$ cat src/rtrf_pkg.sv
/*
  Package for the contactless request filter: frame layout constants,
  CRC constants, tag states, transmit states and the packed carriers.
  Assumes a byte-level receiver and transmitter sit outside the block.
*/
package rtrf_pkg;

  // ----------------------------------------------------------------
  // Frame layout
  // ----------------------------------------------------------------
  localparam int BUF_DEPTH = 32;
  localparam int FIFO_DEPTH = 32;
  localparam int FIFO_W = 9;
  localparam logic [5:0] IDX_FLAGS = 6'h00;
  localparam logic [5:0] IDX_CMD = 6'h01;
  localparam logic [5:0] IDX_UID_FIRST = 6'h02;
  localparam logic [5:0] IDX_UID_LAST = 6'h09;
  localparam logic [5:0] IDX_AFI = 6'h02;
  localparam logic [5:0] MIN_PLAIN_LEN = 6'h04;
  localparam logic [5:0] MIN_ADDR_LEN = 6'h0C;
  localparam logic [5:0] MIN_AFI_LEN = 6'h05;
  localparam logic [5:0] BUF_LIMIT = 6'h20;
  localparam logic [5:0] CNT_MAX = 6'h3F;

  // Request flag positions (bit 1 of the byte is index 0)
  localparam int RQ_INV_BIT = 2;
  localparam int RQ_SEL_BIT = 4;
  localparam int RQ_ADR_BIT = 5;
  localparam int RQ_AFI_BIT = 4;
  localparam int RS_ERR_BIT = 0;
  localparam logic [7:0] ERR_FLAG_CONFLICT = 8'h03;

  // ----------------------------------------------------------------
  // CRC
  // ----------------------------------------------------------------
  localparam logic [15:0] CRC_PRESET = 16'hFFFF;
  localparam logic [15:0] CRC_POLY = 16'h8408;
  localparam logic [15:0] CRC_RESIDUE = 16'hF0B8;

  // ----------------------------------------------------------------
  // States
  // ----------------------------------------------------------------
  typedef enum logic [1:0] {
    TAG_OFF = 2'b00,
    TAG_READY = 2'b01,
    TAG_QUIET = 2'b10,
    TAG_SEL = 2'b11
  } rtrf_tag_t;

  typedef enum logic [2:0] {
    TX_IDLE = 3'b000,
    TX_FLAGS = 3'b001,
    TX_CODE = 3'b010,
    TX_DATA = 3'b011,
    TX_CRCL = 3'b100,
    TX_CRCH = 3'b101
  } rtrf_tx_t;

  // ----------------------------------------------------------------
  // Carriers
  // ----------------------------------------------------------------
  typedef struct packed {
    logic sof;
    logic valid;
    logic [7:0] data;
    logic eof;
  } rtrf_rx_t;

  typedef struct packed {
    logic valid;
    logic [7:0] flags;
    logic [7:0] cmd;
    logic [5:0] len;
  } rtrf_req_t;

  typedef struct packed {
    logic start;
    logic err;
    logic [7:0] code;
    logic has_data;
  } rtrf_rsp_t;

  typedef struct packed {
    logic valid;
    logic [7:0] data;
    logic last;
  } rtrf_txo_t;

  typedef struct packed {
    logic afi_wr;
    logic afi_lock;
    logic dsfid_wr;
    logic dsfid_lock;
    logic [7:0] data;
  } rtrf_idwr_t;

endpackage : rtrf_pkg

$ cat src/rtrf_filter.sv
/*
  Request filter and response framer for the contactless side of a tag
  memory, with the response payload FIFO.
  Assumes byte-level receive and transmit stages outside the block,
  a command executor on the user side, and power and field levels
  synchronous to clk.
*/
// Functional notes
// - Fixed 64-bit identifier, never changed by requests
// - Identifier: allocation byte, maker byte, 48-bit serial
// - Family identifier writable until locked, then refused
// - Family nibble and subfamily nibble, zero means all
// - Storage format identifier writable, then lockable
// - CRC-16 reflected, preset all ones
// - Two CRC bytes close every frame
// - Bad CRC drops the frame silently
// - Transmit only after an accepted request or a flag conflict error
// - Response: flags, parameters, data, CRC
// - Whole bytes, low byte first, LSB first
// - Optional field present only when flagged
// - Four states; field energy moves off to ready
// - Off only when unpowered and out of field
// - Ready answers unless select flag set
// - Quiet answers only addressed matching requests
// - Selected answers select, addressed, general requests
// - Addressed request needs identifier match
// - Non-addressed request carries no identifier
// - Select request answered only when selected
// - Select bit 5, address bit 6 when not inventory
// - Error flag bit 1 brings error code field
`timescale 1ns/1ps
`default_nettype none

// ------------------------------------------------------------------
// Response payload FIFO
// ------------------------------------------------------------------
module rtrf_fifo #(
  parameter int W = 9,
  parameter int DEPTH = 32
) (
  // Clock and reset
  input wire logic clk,
  input wire logic srst,
  // Fill side
  input wire logic in_valid,
  input wire logic [W-1:0] in_data,
  output logic in_ready,
  // Drain side
  output logic out_valid,
  output logic [W-1:0] out_data,
  input wire logic out_ready
);
  localparam int AW = $clog2(DEPTH);
  localparam int CW = $clog2(DEPTH + 1);
  localparam logic [CW-1:0] FULL_CNT = CW'(DEPTH);

  typedef struct packed {
    logic [DEPTH-1:0][W-1:0] mem;
    logic [AW-1:0] wp;
    logic [AW-1:0] rp;
    logic [CW-1:0] cnt;
    logic rdy;
  } rtrf_fifo_st_t;

  rtrf_fifo_st_t st_q;
  rtrf_fifo_st_t st_d;
  logic push;
  logic pop;

  assign in_ready = st_q.rdy;
  assign out_valid = (st_q.cnt != '0);
  assign out_data = st_q.mem[st_q.rp];

  always_comb begin
    st_d = st_q;
    push = in_valid && st_q.rdy;
    pop = out_ready && (st_q.cnt != '0);
    if (push) begin
      st_d.mem[st_q.wp] = in_data;
      st_d.wp = st_q.wp + AW'(1);
    end
    if (pop) begin
      st_d.rp = st_q.rp + AW'(1);
    end
    if (push && !pop) begin
      st_d.cnt = st_q.cnt + CW'(1);
    end else if (pop && !push) begin
      st_d.cnt = st_q.cnt - CW'(1);
    end
    // Registered ready so the source sees it straight from a flop
    st_d.rdy = (st_d.cnt != FULL_CNT);
  end

  always_ff @(posedge clk) begin
    if (srst) begin
      st_q <= '0;
      st_q.rdy <= 1'b1;
    end else begin
      st_q <= st_d;
    end
  end
endmodule : rtrf_fifo

// ------------------------------------------------------------------
// Filter and framer top
// ------------------------------------------------------------------
module rtrf_filter
  import rtrf_pkg::*;
#(
  parameter logic [7:0] ALLOC_CODE = 8'hA5,   // Arbitrary value
  parameter logic [7:0] MAKER_CODE = 8'h5A,   // Arbitrary value
  parameter logic [47:0] SERIAL = 48'h0123_4567_89AB
) (
  // Clock and reset
  input wire logic clk,
  input wire logic srst,
  // Power and field levels
  input wire logic field_on,
  input wire logic vcc_on,
  // State moves from the command executor
  input wire logic go_ready,
  input wire logic go_quiet,
  input wire logic go_select,
  // Received byte stream
  input wire rtrf_rx_t rx,
  // Accepted request and its byte buffer
  output rtrf_req_t req,
  input wire logic [4:0] rd_addr,
  output logic [7:0] rd_data,
  // Response command and payload
  input wire rtrf_rsp_t rsp,
  input wire logic rsp_valid,
  input wire logic [7:0] rsp_data,
  input wire logic rsp_last,
  output logic rsp_ready,
  // Transmit byte stream
  output rtrf_txo_t tx,
  input wire logic tx_ready,
  // Identifier registers
  input wire rtrf_idwr_t id_wr,
  output logic [7:0] afi,
  output logic [7:0] dsfid,
  output logic afi_locked,
  output logic dsfid_locked,
  output logic wr_refused,
  output rtrf_tag_t tag_state
);
  // Read-only identifier, built from constants only
  localparam logic [63:0] UID = {ALLOC_CODE, MAKER_CODE, SERIAL};

  typedef struct packed {
    rtrf_tag_t tag;
    logic [7:0] afi;
    logic [7:0] dsfid;
    logic afi_lk;
    logic ds_lk;
    logic refused;
    logic [5:0] cnt;
    logic ovf;
    logic [15:0] rcrc;
    logic [7:0] rflags;
    logic [7:0] rcmd;
    logic [7:0] rafi;
    logic uid_mis;
    logic [BUF_DEPTH-1:0][7:0] rbuf;
    logic [7:0] rd;
    rtrf_req_t req;
    logic pend;
    rtrf_tx_t ts;
    logic [15:0] tcrc;
    logic terr;
    logic [7:0] tcode;
    logic thas;
    rtrf_txo_t tx;
  } rtrf_st_t;

  rtrf_st_t st_q;
  rtrf_st_t st_d;

  // ----------------------------------------------------------------
  // Helpers
  // ----------------------------------------------------------------
  function automatic logic [15:0] crc_byte(input logic [15:0] c, input logic [7:0] b);
    logic [15:0] r;
    r = c ^ {8'h00, b};
    for (int i = 0; i < 8; i++) begin
      r = r[0] ? ((r >> 1) ^ CRC_POLY) : (r >> 1);
    end
    return r;
  endfunction : crc_byte

  function automatic logic afi_match(input logic [7:0] want, input logic [7:0] own);
    logic fam;
    logic sub;
    fam = (want[7:4] == 4'h0) || (want[7:4] == own[7:4]);
    sub = (want[3:0] == 4'h0) || (want[3:0] == own[3:0]);
    return fam && sub;
  endfunction : afi_match

  // ----------------------------------------------------------------
  // FIFO in the response path
  // ----------------------------------------------------------------
  logic f_out_valid;
  logic [FIFO_W-1:0] f_out_data;
  logic f_pop;

  rtrf_fifo #(
    .W(FIFO_W),
    .DEPTH(FIFO_DEPTH)
  ) u_fifo (
    .clk(clk),
    .srst(srst),
    .in_valid(rsp_valid),
    .in_data({rsp_last, rsp_data}),
    .in_ready(rsp_ready),
    .out_valid(f_out_valid),
    .out_data(f_out_data),
    .out_ready(f_pop)
  );

  assign req = st_q.req;
  assign rd_data = st_q.rd;
  assign tx = st_q.tx;
  assign afi = st_q.afi;
  assign dsfid = st_q.dsfid;
  assign afi_locked = st_q.afi_lk;
  assign dsfid_locked = st_q.ds_lk;
  assign wr_refused = st_q.refused;
  assign tag_state = st_q.tag;

  // ----------------------------------------------------------------
  // Next state
  // ----------------------------------------------------------------
  logic inv;
  logic sel;
  logic adr;
  logic good;
  logic elig;
  logic load;
  logic [2:0] uidx;
  logic [7:0] ob;

  always_comb begin
    st_d = st_q;
    st_d.req.valid = 1'b0;
    st_d.refused = 1'b0;
    st_d.rd = st_q.rbuf[rd_addr];
    inv = 1'b0;
    sel = 1'b0;
    adr = 1'b0;
    good = 1'b0;
    elig = 1'b0;
    f_pop = 1'b0;
    ob = 8'h00;
    uidx = 3'(st_q.cnt - IDX_UID_FIRST);

    // Tag state
    if (!field_on && !vcc_on) begin
      st_d.tag = TAG_OFF;
    end else if (st_q.tag == TAG_OFF) begin
      if (field_on) begin
        st_d.tag = TAG_READY;
      end
    end else if (go_ready) begin
      st_d.tag = TAG_READY;
    end else if (go_select) begin
      st_d.tag = TAG_SEL;
    end else if (go_quiet) begin
      st_d.tag = TAG_QUIET;
    end

    // Identifier registers; lock survives only until reset here
    if (id_wr.afi_wr) begin
      if (st_q.afi_lk) begin
        st_d.refused = 1'b1;
      end else begin
        st_d.afi = id_wr.data;
      end
    end
    if (id_wr.afi_lock) begin
      st_d.afi_lk = 1'b1;
    end
    if (id_wr.dsfid_wr) begin
      if (st_q.ds_lk) begin
        st_d.refused = 1'b1;
      end else begin
        st_d.dsfid = id_wr.data;
      end
    end
    if (id_wr.dsfid_lock) begin
      st_d.ds_lk = 1'b1;
    end

    // Receive side: every byte after the start delimiter enters the CRC
    if (rx.sof) begin
      st_d.cnt = 6'h00;
      st_d.ovf = 1'b0;
      st_d.uid_mis = 1'b0;
      st_d.rcrc = CRC_PRESET;
    end
    if (rx.valid) begin
      st_d.rcrc = crc_byte(st_d.rcrc, rx.data);
      if (st_d.cnt < BUF_LIMIT) begin
        st_d.rbuf[st_d.cnt[4:0]] = rx.data;
      end
      if (st_d.cnt == IDX_FLAGS) begin
        st_d.rflags = rx.data;
      end
      if (st_d.cnt == IDX_CMD) begin
        st_d.rcmd = rx.data;
      end
      if (st_d.cnt == IDX_AFI) begin
        st_d.rafi = rx.data;
      end
      // Identifier arrives low byte first
      if (st_d.cnt >= IDX_UID_FIRST && st_d.cnt <= IDX_UID_LAST) begin
        uidx = 3'(st_d.cnt - IDX_UID_FIRST);
        if (rx.data != UID[{uidx, 3'b000} +: 8]) begin
          st_d.uid_mis = 1'b1;
        end
      end
      if (st_d.cnt == CNT_MAX) begin
        st_d.ovf = 1'b1;
      end else begin
        st_d.cnt = st_d.cnt + 6'h01;
      end
    end

    // End of frame: decide whether to answer
    if (rx.eof && st_q.ts == TX_IDLE) begin
      inv = st_d.rflags[RQ_INV_BIT];
      sel = !inv && st_d.rflags[RQ_SEL_BIT];
      adr = !inv && st_d.rflags[RQ_ADR_BIT];
      good = (st_d.rcrc == CRC_RESIDUE) && !st_d.ovf && (st_q.tag != TAG_OFF)
        && (st_d.cnt >= MIN_PLAIN_LEN);
      if (adr) begin
        // Identifier field only present with the address flag
        elig = (st_d.cnt >= MIN_ADDR_LEN) && !st_d.uid_mis;
      end else if (sel) begin
        elig = (st_q.tag == TAG_SEL);
      end else begin
        elig = (st_q.tag == TAG_READY) || (st_q.tag == TAG_SEL);
        if (inv && st_d.rflags[RQ_AFI_BIT]) begin
          elig = elig && (st_d.cnt >= MIN_AFI_LEN)
            && afi_match(st_d.rafi, st_q.afi);
        end
      end
      if (good && sel && adr) begin
        // Conflicting mode flags: answer with an error, never execute
        st_d.ts = TX_FLAGS;
        st_d.terr = 1'b1;
        st_d.tcode = ERR_FLAG_CONFLICT;
        st_d.thas = 1'b0;
        st_d.tcrc = CRC_PRESET;
        st_d.pend = 1'b0;
      end else if (good && elig) begin
        st_d.req.valid = 1'b1;
        st_d.req.flags = st_d.rflags;
        st_d.req.cmd = st_d.rcmd;
        st_d.req.len = st_d.cnt;
        st_d.pend = 1'b1;
      end
    end

    // Transmit side: an executor response only follows an accepted request
    if (st_q.ts == TX_IDLE && rsp.start && st_q.pend) begin
      st_d.ts = TX_FLAGS;
      st_d.terr = rsp.err;
      st_d.tcode = rsp.code;
      st_d.thas = rsp.has_data;
      st_d.tcrc = CRC_PRESET;
      st_d.pend = 1'b0;
    end

    if (st_q.tx.valid && tx_ready) begin
      st_d.tx.valid = 1'b0;
      st_d.tx.last = 1'b0;
    end
    load = !st_q.tx.valid || tx_ready;

    if (load) begin
      unique case (st_q.ts)
        TX_IDLE: begin
        end
        TX_FLAGS: begin
          ob = 8'h00;
          ob[RS_ERR_BIT] = st_q.terr;
          st_d.tx.valid = 1'b1;
          st_d.tx.data = ob;
          st_d.tcrc = crc_byte(st_q.tcrc, ob);
          st_d.ts = st_q.terr ? TX_CODE : (st_q.thas ? TX_DATA : TX_CRCL);
        end
        TX_CODE: begin
          st_d.tx.valid = 1'b1;
          st_d.tx.data = st_q.tcode;
          st_d.tcrc = crc_byte(st_q.tcrc, st_q.tcode);
          st_d.ts = st_q.thas ? TX_DATA : TX_CRCL;
        end
        TX_DATA: begin
          // Waits on the FIFO; a slow source just stretches the frame
          if (f_out_valid) begin
            f_pop = 1'b1;
            st_d.tx.valid = 1'b1;
            st_d.tx.data = f_out_data[7:0];
            st_d.tcrc = crc_byte(st_q.tcrc, f_out_data[7:0]);
            if (f_out_data[8]) begin
              st_d.ts = TX_CRCL;
            end
          end
        end
        TX_CRCL: begin
          st_d.tx.valid = 1'b1;
          st_d.tx.data = ~st_q.tcrc[7:0];
          st_d.ts = TX_CRCH;
        end
        TX_CRCH: begin
          st_d.tx.valid = 1'b1;
          st_d.tx.data = ~st_q.tcrc[15:8];
          st_d.tx.last = 1'b1;
          st_d.ts = TX_IDLE;
        end
        default: begin
          st_d.ts = TX_IDLE;
        end
      endcase
    end

    // Losing power and field abandons any pending answer
    if (st_d.tag == TAG_OFF) begin
      st_d.pend = 1'b0;
    end
  end

  always_ff @(posedge clk) begin
    if (srst) begin
      st_q <= '0;
      st_q.tag <= TAG_OFF;
      st_q.ts <= TX_IDLE;
      st_q.rcrc <= CRC_PRESET;
      st_q.tcrc <= CRC_PRESET;
    end else begin
      st_q <= st_d;
    end
  end

endmodule : rtrf_filter

`default_nettype wire

$ cat config.mk
export PLATFORM = sky130hd
export DESIGN_NAME = rtrf_filter
export DESIGN_NICKNAME = d
export VERILOG_FILES = /design/src/rtrf_pkg.sv /design/src/rtrf_filter.sv
export SDC_FILE = /design/constraint.sdc
export NUM_CORES = 2
export LEC_CHECK = 0
export ABC_AREA = 1
export CAP_MARGIN = 20
export CORE_MARGIN = 3
export CORE_UTILIZATION = 64
export DETAILED_ROUTE_END_ITERATION = 16
export DONT_BUFFER_PORTS = 1
export GPL_ROUTABILITY_DRIVEN = 0
export PLACE_DENSITY = 0.83
export SLEW_MARGIN = 30
export SYNTH_ARGS = -nofsm -noshare
export SYNTH_HDL_FRONTEND = slang
export SYNTH_SLANG_ARGS = --single-unit
$ cat constraint.sdc
create_clock -name clk -period 3.5 [get_ports clk]
set_input_delay 0.175 -clock clk [delete_from_list [all_inputs] [get_ports clk]]
set_output_delay 0.175 -clock clk [all_outputs]
set_load 0.01 [all_outputs]
**Word level (Yosys, flattened, before mapping)**

Cells that the tools add are included.

- Register bits after elaboration: 701
- Latch bits: 0
- RAM bits: 0
- Bits in read-only memories: 0
- Input bits: 57
- Output and inout bits: 63
- Logic and storage cells: 320
- Memories kept: 0

- $add $sub $neg: 6
- Multiply operators: 0
- Divide/modulo/power cells: 0
- Order comparisons: 12
- Equality and inequality tests: 16
- Shift-type cells: 1
- Multiplexer cells: 90
- Bitwise operators: 42
- Reductions and logical operators: 58

Operator list:

| cell | number |
|---|---|
| $mux W16 | 32 |
| $mux W304 | 1 |
| $bwmux W288 | 1 |
| $bwmux W256 | 1 |
| $mux W256 | 1 |
| $not A2 Y3 | 32 |
| $mux W29 | 3 |
| $shiftx A64 B7 Y8 const A | 1 |
| $pmux W16 S3 | 1 |
| $xor A16 B8 Y16 | 3 |
| $bmux W9 S5 | 1 |
| $demux W9 S5 | 1 |
| $pmux W9 S5 | 1 |
| $bmux W8 S5 | 1 |
| $demux W8 S5 | 1 |
| $mux W8 | 5 |
| $mux W19 | 2 |
| $mux W9 | 3 |
| $logic_and A1 B1 Y1 | 25 |
| $lt A5 B6 Y1 const B | 4 |
| $mux W24 | 1 |
| $mux W23 | 1 |
| $mux W1 | 19 |
| $mux W6 | 3 |
| 42 further kinds | 81 |

**Depth between registers and ports, before layout**

- Word-level depth: 32
- Depth in mapped cells: 25
- Mapped depth without buffers: 22

**Modules after synthesis**

A second synthesis with hierarchy kept.

- Cell total of the unflattened synthesis: 4572
- Area total of the unflattened synthesis: 32317.2 um^2

Modules (own cells, without submodules):

| module | instances | cells each | area each (um^2) | sequential area each (um^2) |
|---|---|---|---|---|
| rtrf_filter | 1 | 2574 | 18489.0 | 7927.6 |
| rtrf_fifo | 1 | 1998 | 13828.3 | 6105.9 |

**Least setup slack after synthesis**

Ideal clock, no wire load.

- Path kind: input port to flip-flop
- From: input port rx[10] (netlist name)
- To: register st_q, in the netlist req[19]
- Setup time: 0.115 ns
- Arrival: 2.486 ns
- Data required time: 3.385 ns
- Setup slack: 0.899 ns
- Stages: 18
- Buffers on the path: 3
- Cell sequence: buf_6 inv_8 buf_12 nand2_1 inv_1 ha_1 or2_2 nand3_1 nand2_1 nor2_1 nand3_1 nand2_1 nand4_1 a21oi_4 buf_6 nand3_1 nand2_1 nor2_1

- Word-level cells in the longest chain between the ends: 21
- Elaborated cells on any way between the ends: 68
- Those cells by class: add/sub: 2; order compare: 5; eq/ne: 6; shift: 1; mux: 21; bitwise: 10; reduce/logical: 23

Ends and longest elaborated chain:

| what | line | source |
|---|---|---|
| start, declared | rtrf_filter.sv:125 | `input wire rtrf_rx_t rx,` |
| parallel branches: the longest is 12 deep, another holds $sub A3 B2 Y3 | -- |  |
| $mux W304 * | rtrf_filter.sv:301 | `if (rx.valid) begin` |
| $eq A16 B16 Y1 | rtrf_filter.sv:334 | `good = (st_d.rcrc == CRC_RESIDUE) && !st_d.ovf && (st_q.tag != TAG_OFF)` |
| $logic_and A1 B1 Y1 (2 in a row) | rtrf_filter.sv:334 |  |
| $logic_and A1 B1 Y1 | rtrf_filter.sv:335 | `&& (st_d.cnt >= MIN_PLAIN_LEN);` |
| $logic_and A1 B1 Y1 (2 in a row) | rtrf_filter.sv:348 | `if (good && sel && adr) begin` |
| $not A1 Y1 (no source line) | -- |  |
| $reduce_and A3 Y1 (no source line) | -- |  |
| end signal, assigned | rtrf_filter.sv:442 | `st_q <= st_d;` |
| end, declared | rtrf_filter.sv:177 | `rtrf_st_t st_q;` |

Every way passes the cells marked *. The select of a mux whose other input is x is not followed.
A chain may end at the register's enable or synchronous reset.

**Worst setup path after layout**

- From: register st_q[369] (netlist name)
- To: register st_q[34] (netlist name)

- Word-level cells in the longest chain between the ends: 16
- Elaborated cells on any way between the ends: 24
- Those cells by class: add/sub: 1; order compare: 1; eq/ne: 1; mux: 11; reduce/logical: 10

Ends and longest elaborated chain:

| what | line | source |
|---|---|---|
| $mux W23 * | rtrf_filter.sv:295 | `if (rx.sof) begin` |
| parallel branches: the longest is 2 deep, another holds $add A6 B1 Y6 | -- |  |
| $mux W304 * | rtrf_filter.sv:301 |  |
| parallel branches: the longest is 5 deep, another holds $ge A6 B3 Y1 | -- |  |
| $logic_and A1 B1 Y1 * | rtrf_filter.sv:348 |  |
| $mux W29 * | rtrf_filter.sv:348 |  |
| $mux W29 * | rtrf_filter.sv:330 | `if (rx.eof && st_q.ts == TX_IDLE) begin` |
| $mux W29 * | rtrf_filter.sv:366 | `if (st_q.ts == TX_IDLE && rsp.start && st_q.pend) begin` |
| $mux W19 | rtrf_filter.sv:401 | `if (f_out_valid) begin` |
| $pmux W16 S3 | rtrf_filter.sv:382 | `unique case (st_q.ts)` |
| $mux W19 * | rtrf_filter.sv:381 | `if (load) begin` |

Marked as above.

==> impl_results.md <==
- Status: completed
- Syn nets: 4,802
- Most frequent CP cell: nand2_1
- Later-pin clock latency in the skew report: 0.62 ns
- Relative slew slack: 0.351
- Startpoint Class: flop
- Worst setup margin: 0.346 ns
- Synthesized instance count: 4,730
- Tightest Pin Transition: 0.970 ns
- Reg power frac: 0.458
- Switch Pwr: 4510 uW
- RSZ-0062 raised after global routing: false
- Critical Path AT: 3.63 ns
- Mapped cell area: 32,600 um2
- Required arrival time at the worst endpoint: 3.97 ns
- Tcrit/Tclk final: 0.901
- Chip Width: 232 um
- Post-layout net count: 4,684
- Internal: 13,500 uW
- Final Hold Vio Count: 0
- LEAKAGE: 0.0152 uW
- Final Max Slew Viols: 0
- Largest net degree at the start of global routing: 211
- Starting Density: 0.649
- Antenna violations before repair: 4
- Clock group share of total power: 0.455
- Max-Cap Viols: 0
- CTS tree: built
- Setup violators final: 0
- Min-delay src: rx[7]
- CTS Buf Count: 73
- Area delta synth->final: 10.6%
- Met1 wire length: 39,200 um
- Yosys cell types: 51
- Setup crit start: st_q[369]
- Worst setup path class: flop to flop
- Fmax: 317 MHz
- Layout cells sized above 1: 0.0634
- Top sig layer: met5
- # rows: 82
- GRT Residual Overflow: 0
- Worst hold path type: input pin to flop
- Via/cell ratio: 6.14
- Cell Chain, Critical Path: nand2_1, inv_1, ha_1, nand2_1, nor2_1, nand2_1, o21ai_1, inv_1, nor2_1, nand2_1, inv_1, nor2_4, nand4_4, nand2_1, o21ai_1, nand3_1
- Total wire length: 101,000 um
- Port bufs: 0
- Pre-CTS setup slack: 0.429 ns
- Die area: 53,700 um2
- Ys Warns: 0
- First drt pass iteration count: 6
- Crit-path slowest cell: nand2_1
- DRC viols: 0
- Top FF cell, synth: dfxtp_1
- Worst r2r src: st_q[369]
- Sequential share of the synthesized area: 0.430
- Metal2 WL: 46,200 um
- Met3 WL: 9730 um
- EDFF count, synth: 0
- Switching part of the total power: 0.250
- Sinks on Clock Net: 701
- Final setup TNS: 0 ns
- Critical Path Max Stage Delay: 0.35 ns
- Fillers: 3,938
- Post-CTS Setup Inserts: 0
- Vias: 32,800
- Crit. End Element: flop
- Avg Inst Size Synth: 6.90 um2
- Clock slew at reported path FFs: 0.06 ns
- Antenna Nets Post-Route: 0
- Initial DRC Count: 4,603
- CTS root buffer: clkbuf_16
- Core ar.: 50,300 um2
- Gr usage total: 0.362
- Yosys reg bits: 701
- Max clock buf depth: 3
- Post-DP HPWL: 59,900 um
- Critical-path maximum fanout: 19
- Period minus WS final: 3.15 ns
- IO Pins: 120
- Cell Pwr Density: 499 nW/um2
- Synth async-reset ratio: 0
- Final Skew: 0.0126 ns
- Vias in the first global route: 30,100
- Clock H-tree levels: 3
- Die height: 232 um
- First-pass GRT wire length: 159,000 um
- Gate power share: 0.087
- VDD IR max: 495 uV
- Routed wire length per instance: 18.9 um
-- kinds of logic (layout without fill, tap and decap cells) --
| group | Yosys count | count (layout) | synth area share |
|---|---|---|---|
| compound gates | 1391 | 1391 | 0.230 |
| xor+xnor | 32 | 32 | 0.00859 |
| fa+ha+maj | 15 | 15 | 0.00575 |
| buf+inv | 610 | 548 | 0.0807 |
| flops | 701 | 701 | 0.430 |
| mux | 1 | 1 | 0.000345 |
| other cells | 0 | 2 | 0 |
| simple gates | 1980 | 1980 | 0.244 |
-- per-stage QoR --
step	util	power [uW]	cells	area, um2	hold WS [ns]
after detailed placement	0.647	9700	5121	32500	0.255
after floorplan	-	9510	4730	32600	0.291
after CTS	0.717	18000	5340	36100	0.000763
after global routing	0.718	18500	5342	36100	0.0196
final	0.718	18000	5342	36100	0.0246
after global placement	0.647	9680	5121	32500	0.254
-- sequential cells by signal, indices dropped and copies added, names as in the netlist --
signal,count
dsfid,8
afi,8
req,23
u_fifo.in_ready,1
tag_state,2
st_q,334
dsfid_locked,1
afi_locked,1
tx,10
rd_data,8
wr_refused,1
u_fifo.st_q,304
-- synth_stat cells, types with 13 or more instances --
cell      instances  area (um2)
o21bai_1         17         128
nand2_2          14        87.6
clkinv_1         34         128
buf_4            61         458
a21oi_1         341        1710
nor2_1         1191        4470
o211ai_1         30         225
inv_1           196         736
nor3_1           13        65.1
xor2_1           18         158
dfxtp_1         701       14000
xnor2_1          14         123
buf_2            23         115
nand2_1         485        1820
o221ai_1         52         455
nand3_1         230        1150
o22ai_1          35         219
ha_1             15         188
clkbuf_1        268        1010
o21ai_0         849        4250
-- power groups by stage --
stage	clock network [uW]	logic, uW	registers [uW]
finish	8210	1560	8250
global route	8530	1710	8260
CTS	8230	1500	8250
detailed placement	0	1280	8420
global placement	0	1260	8420
floorplan	0	1150	8360
-- cell type report --
type	count	area [um2]	share of cell area
inverter	241	922	0.0256
clock inverter	25	322	0.00891
sequential	701	14000	0.389
timing repair buffer	176	1750	0.0486
tap	672	841	0.0233
antenna	2	5.00	0.000139
clock buffer	106	2210	0.0614
multi-input combinational	3419	16000	0.443
-- cells in the final DEF, fill, tap and decap left out, drive strengths merged, types with 6 or more instances in the layout --
cell type / n
o211ai: 30
nand4: 11
nand3: 232
xor2: 18
xnor2: 14
o22ai: 35
clkbuf: 106
a21oi: 347
inv: 209
buf: 98
a31oi: 12
dfxtp: 701
or2: 8
a221oi: 11
o21ai: 858
o21bai: 17
nand3b: 7
o221ai: 52
nor3: 14
ha: 15
a2111oi: 6
nor2: 1203
dlygate4sd3: 77
bufinv: 7
nand2: 504
o311ai: 7
clkinv: 46
-- path summary, 6_finish.rpt --
check                     endpoint  slack (ns)  cells after the start
setup / recovery          st_q[34]        0.35                     16
hold / removal           st_q[366]        0.02                      5
setup reg to reg          st_q[34]        0.35                     16
hold reg to reg   u_fifo.st_q[135]        0.45                      2
-- worst max-delay path, delay by kind of cell (launching register included) --
kind,cells,cell delay (ns)
simple gates,10,1.65
compound gates,2,0.41
buf+inv,3,0.40
flops,1,0.33
fa+ha+maj,1,0.19
-- what timing repair did --
item	CTS	global route
hold buffers	88	0
setup endpoints to repair	0	35
endpoints found under the hold margin	459	0
gates resized for setup	0	2
-- routing by layer --
layer / global-route usage / up-vias
li1: - / 15400
met1: 0.460 / 15100
met2: 0.585 / 1870
met3: 0.0618 / 355
met4: 0.204 / 4
met5: 0 / -
Note: power is estimated with default switching activity, not from simulation.
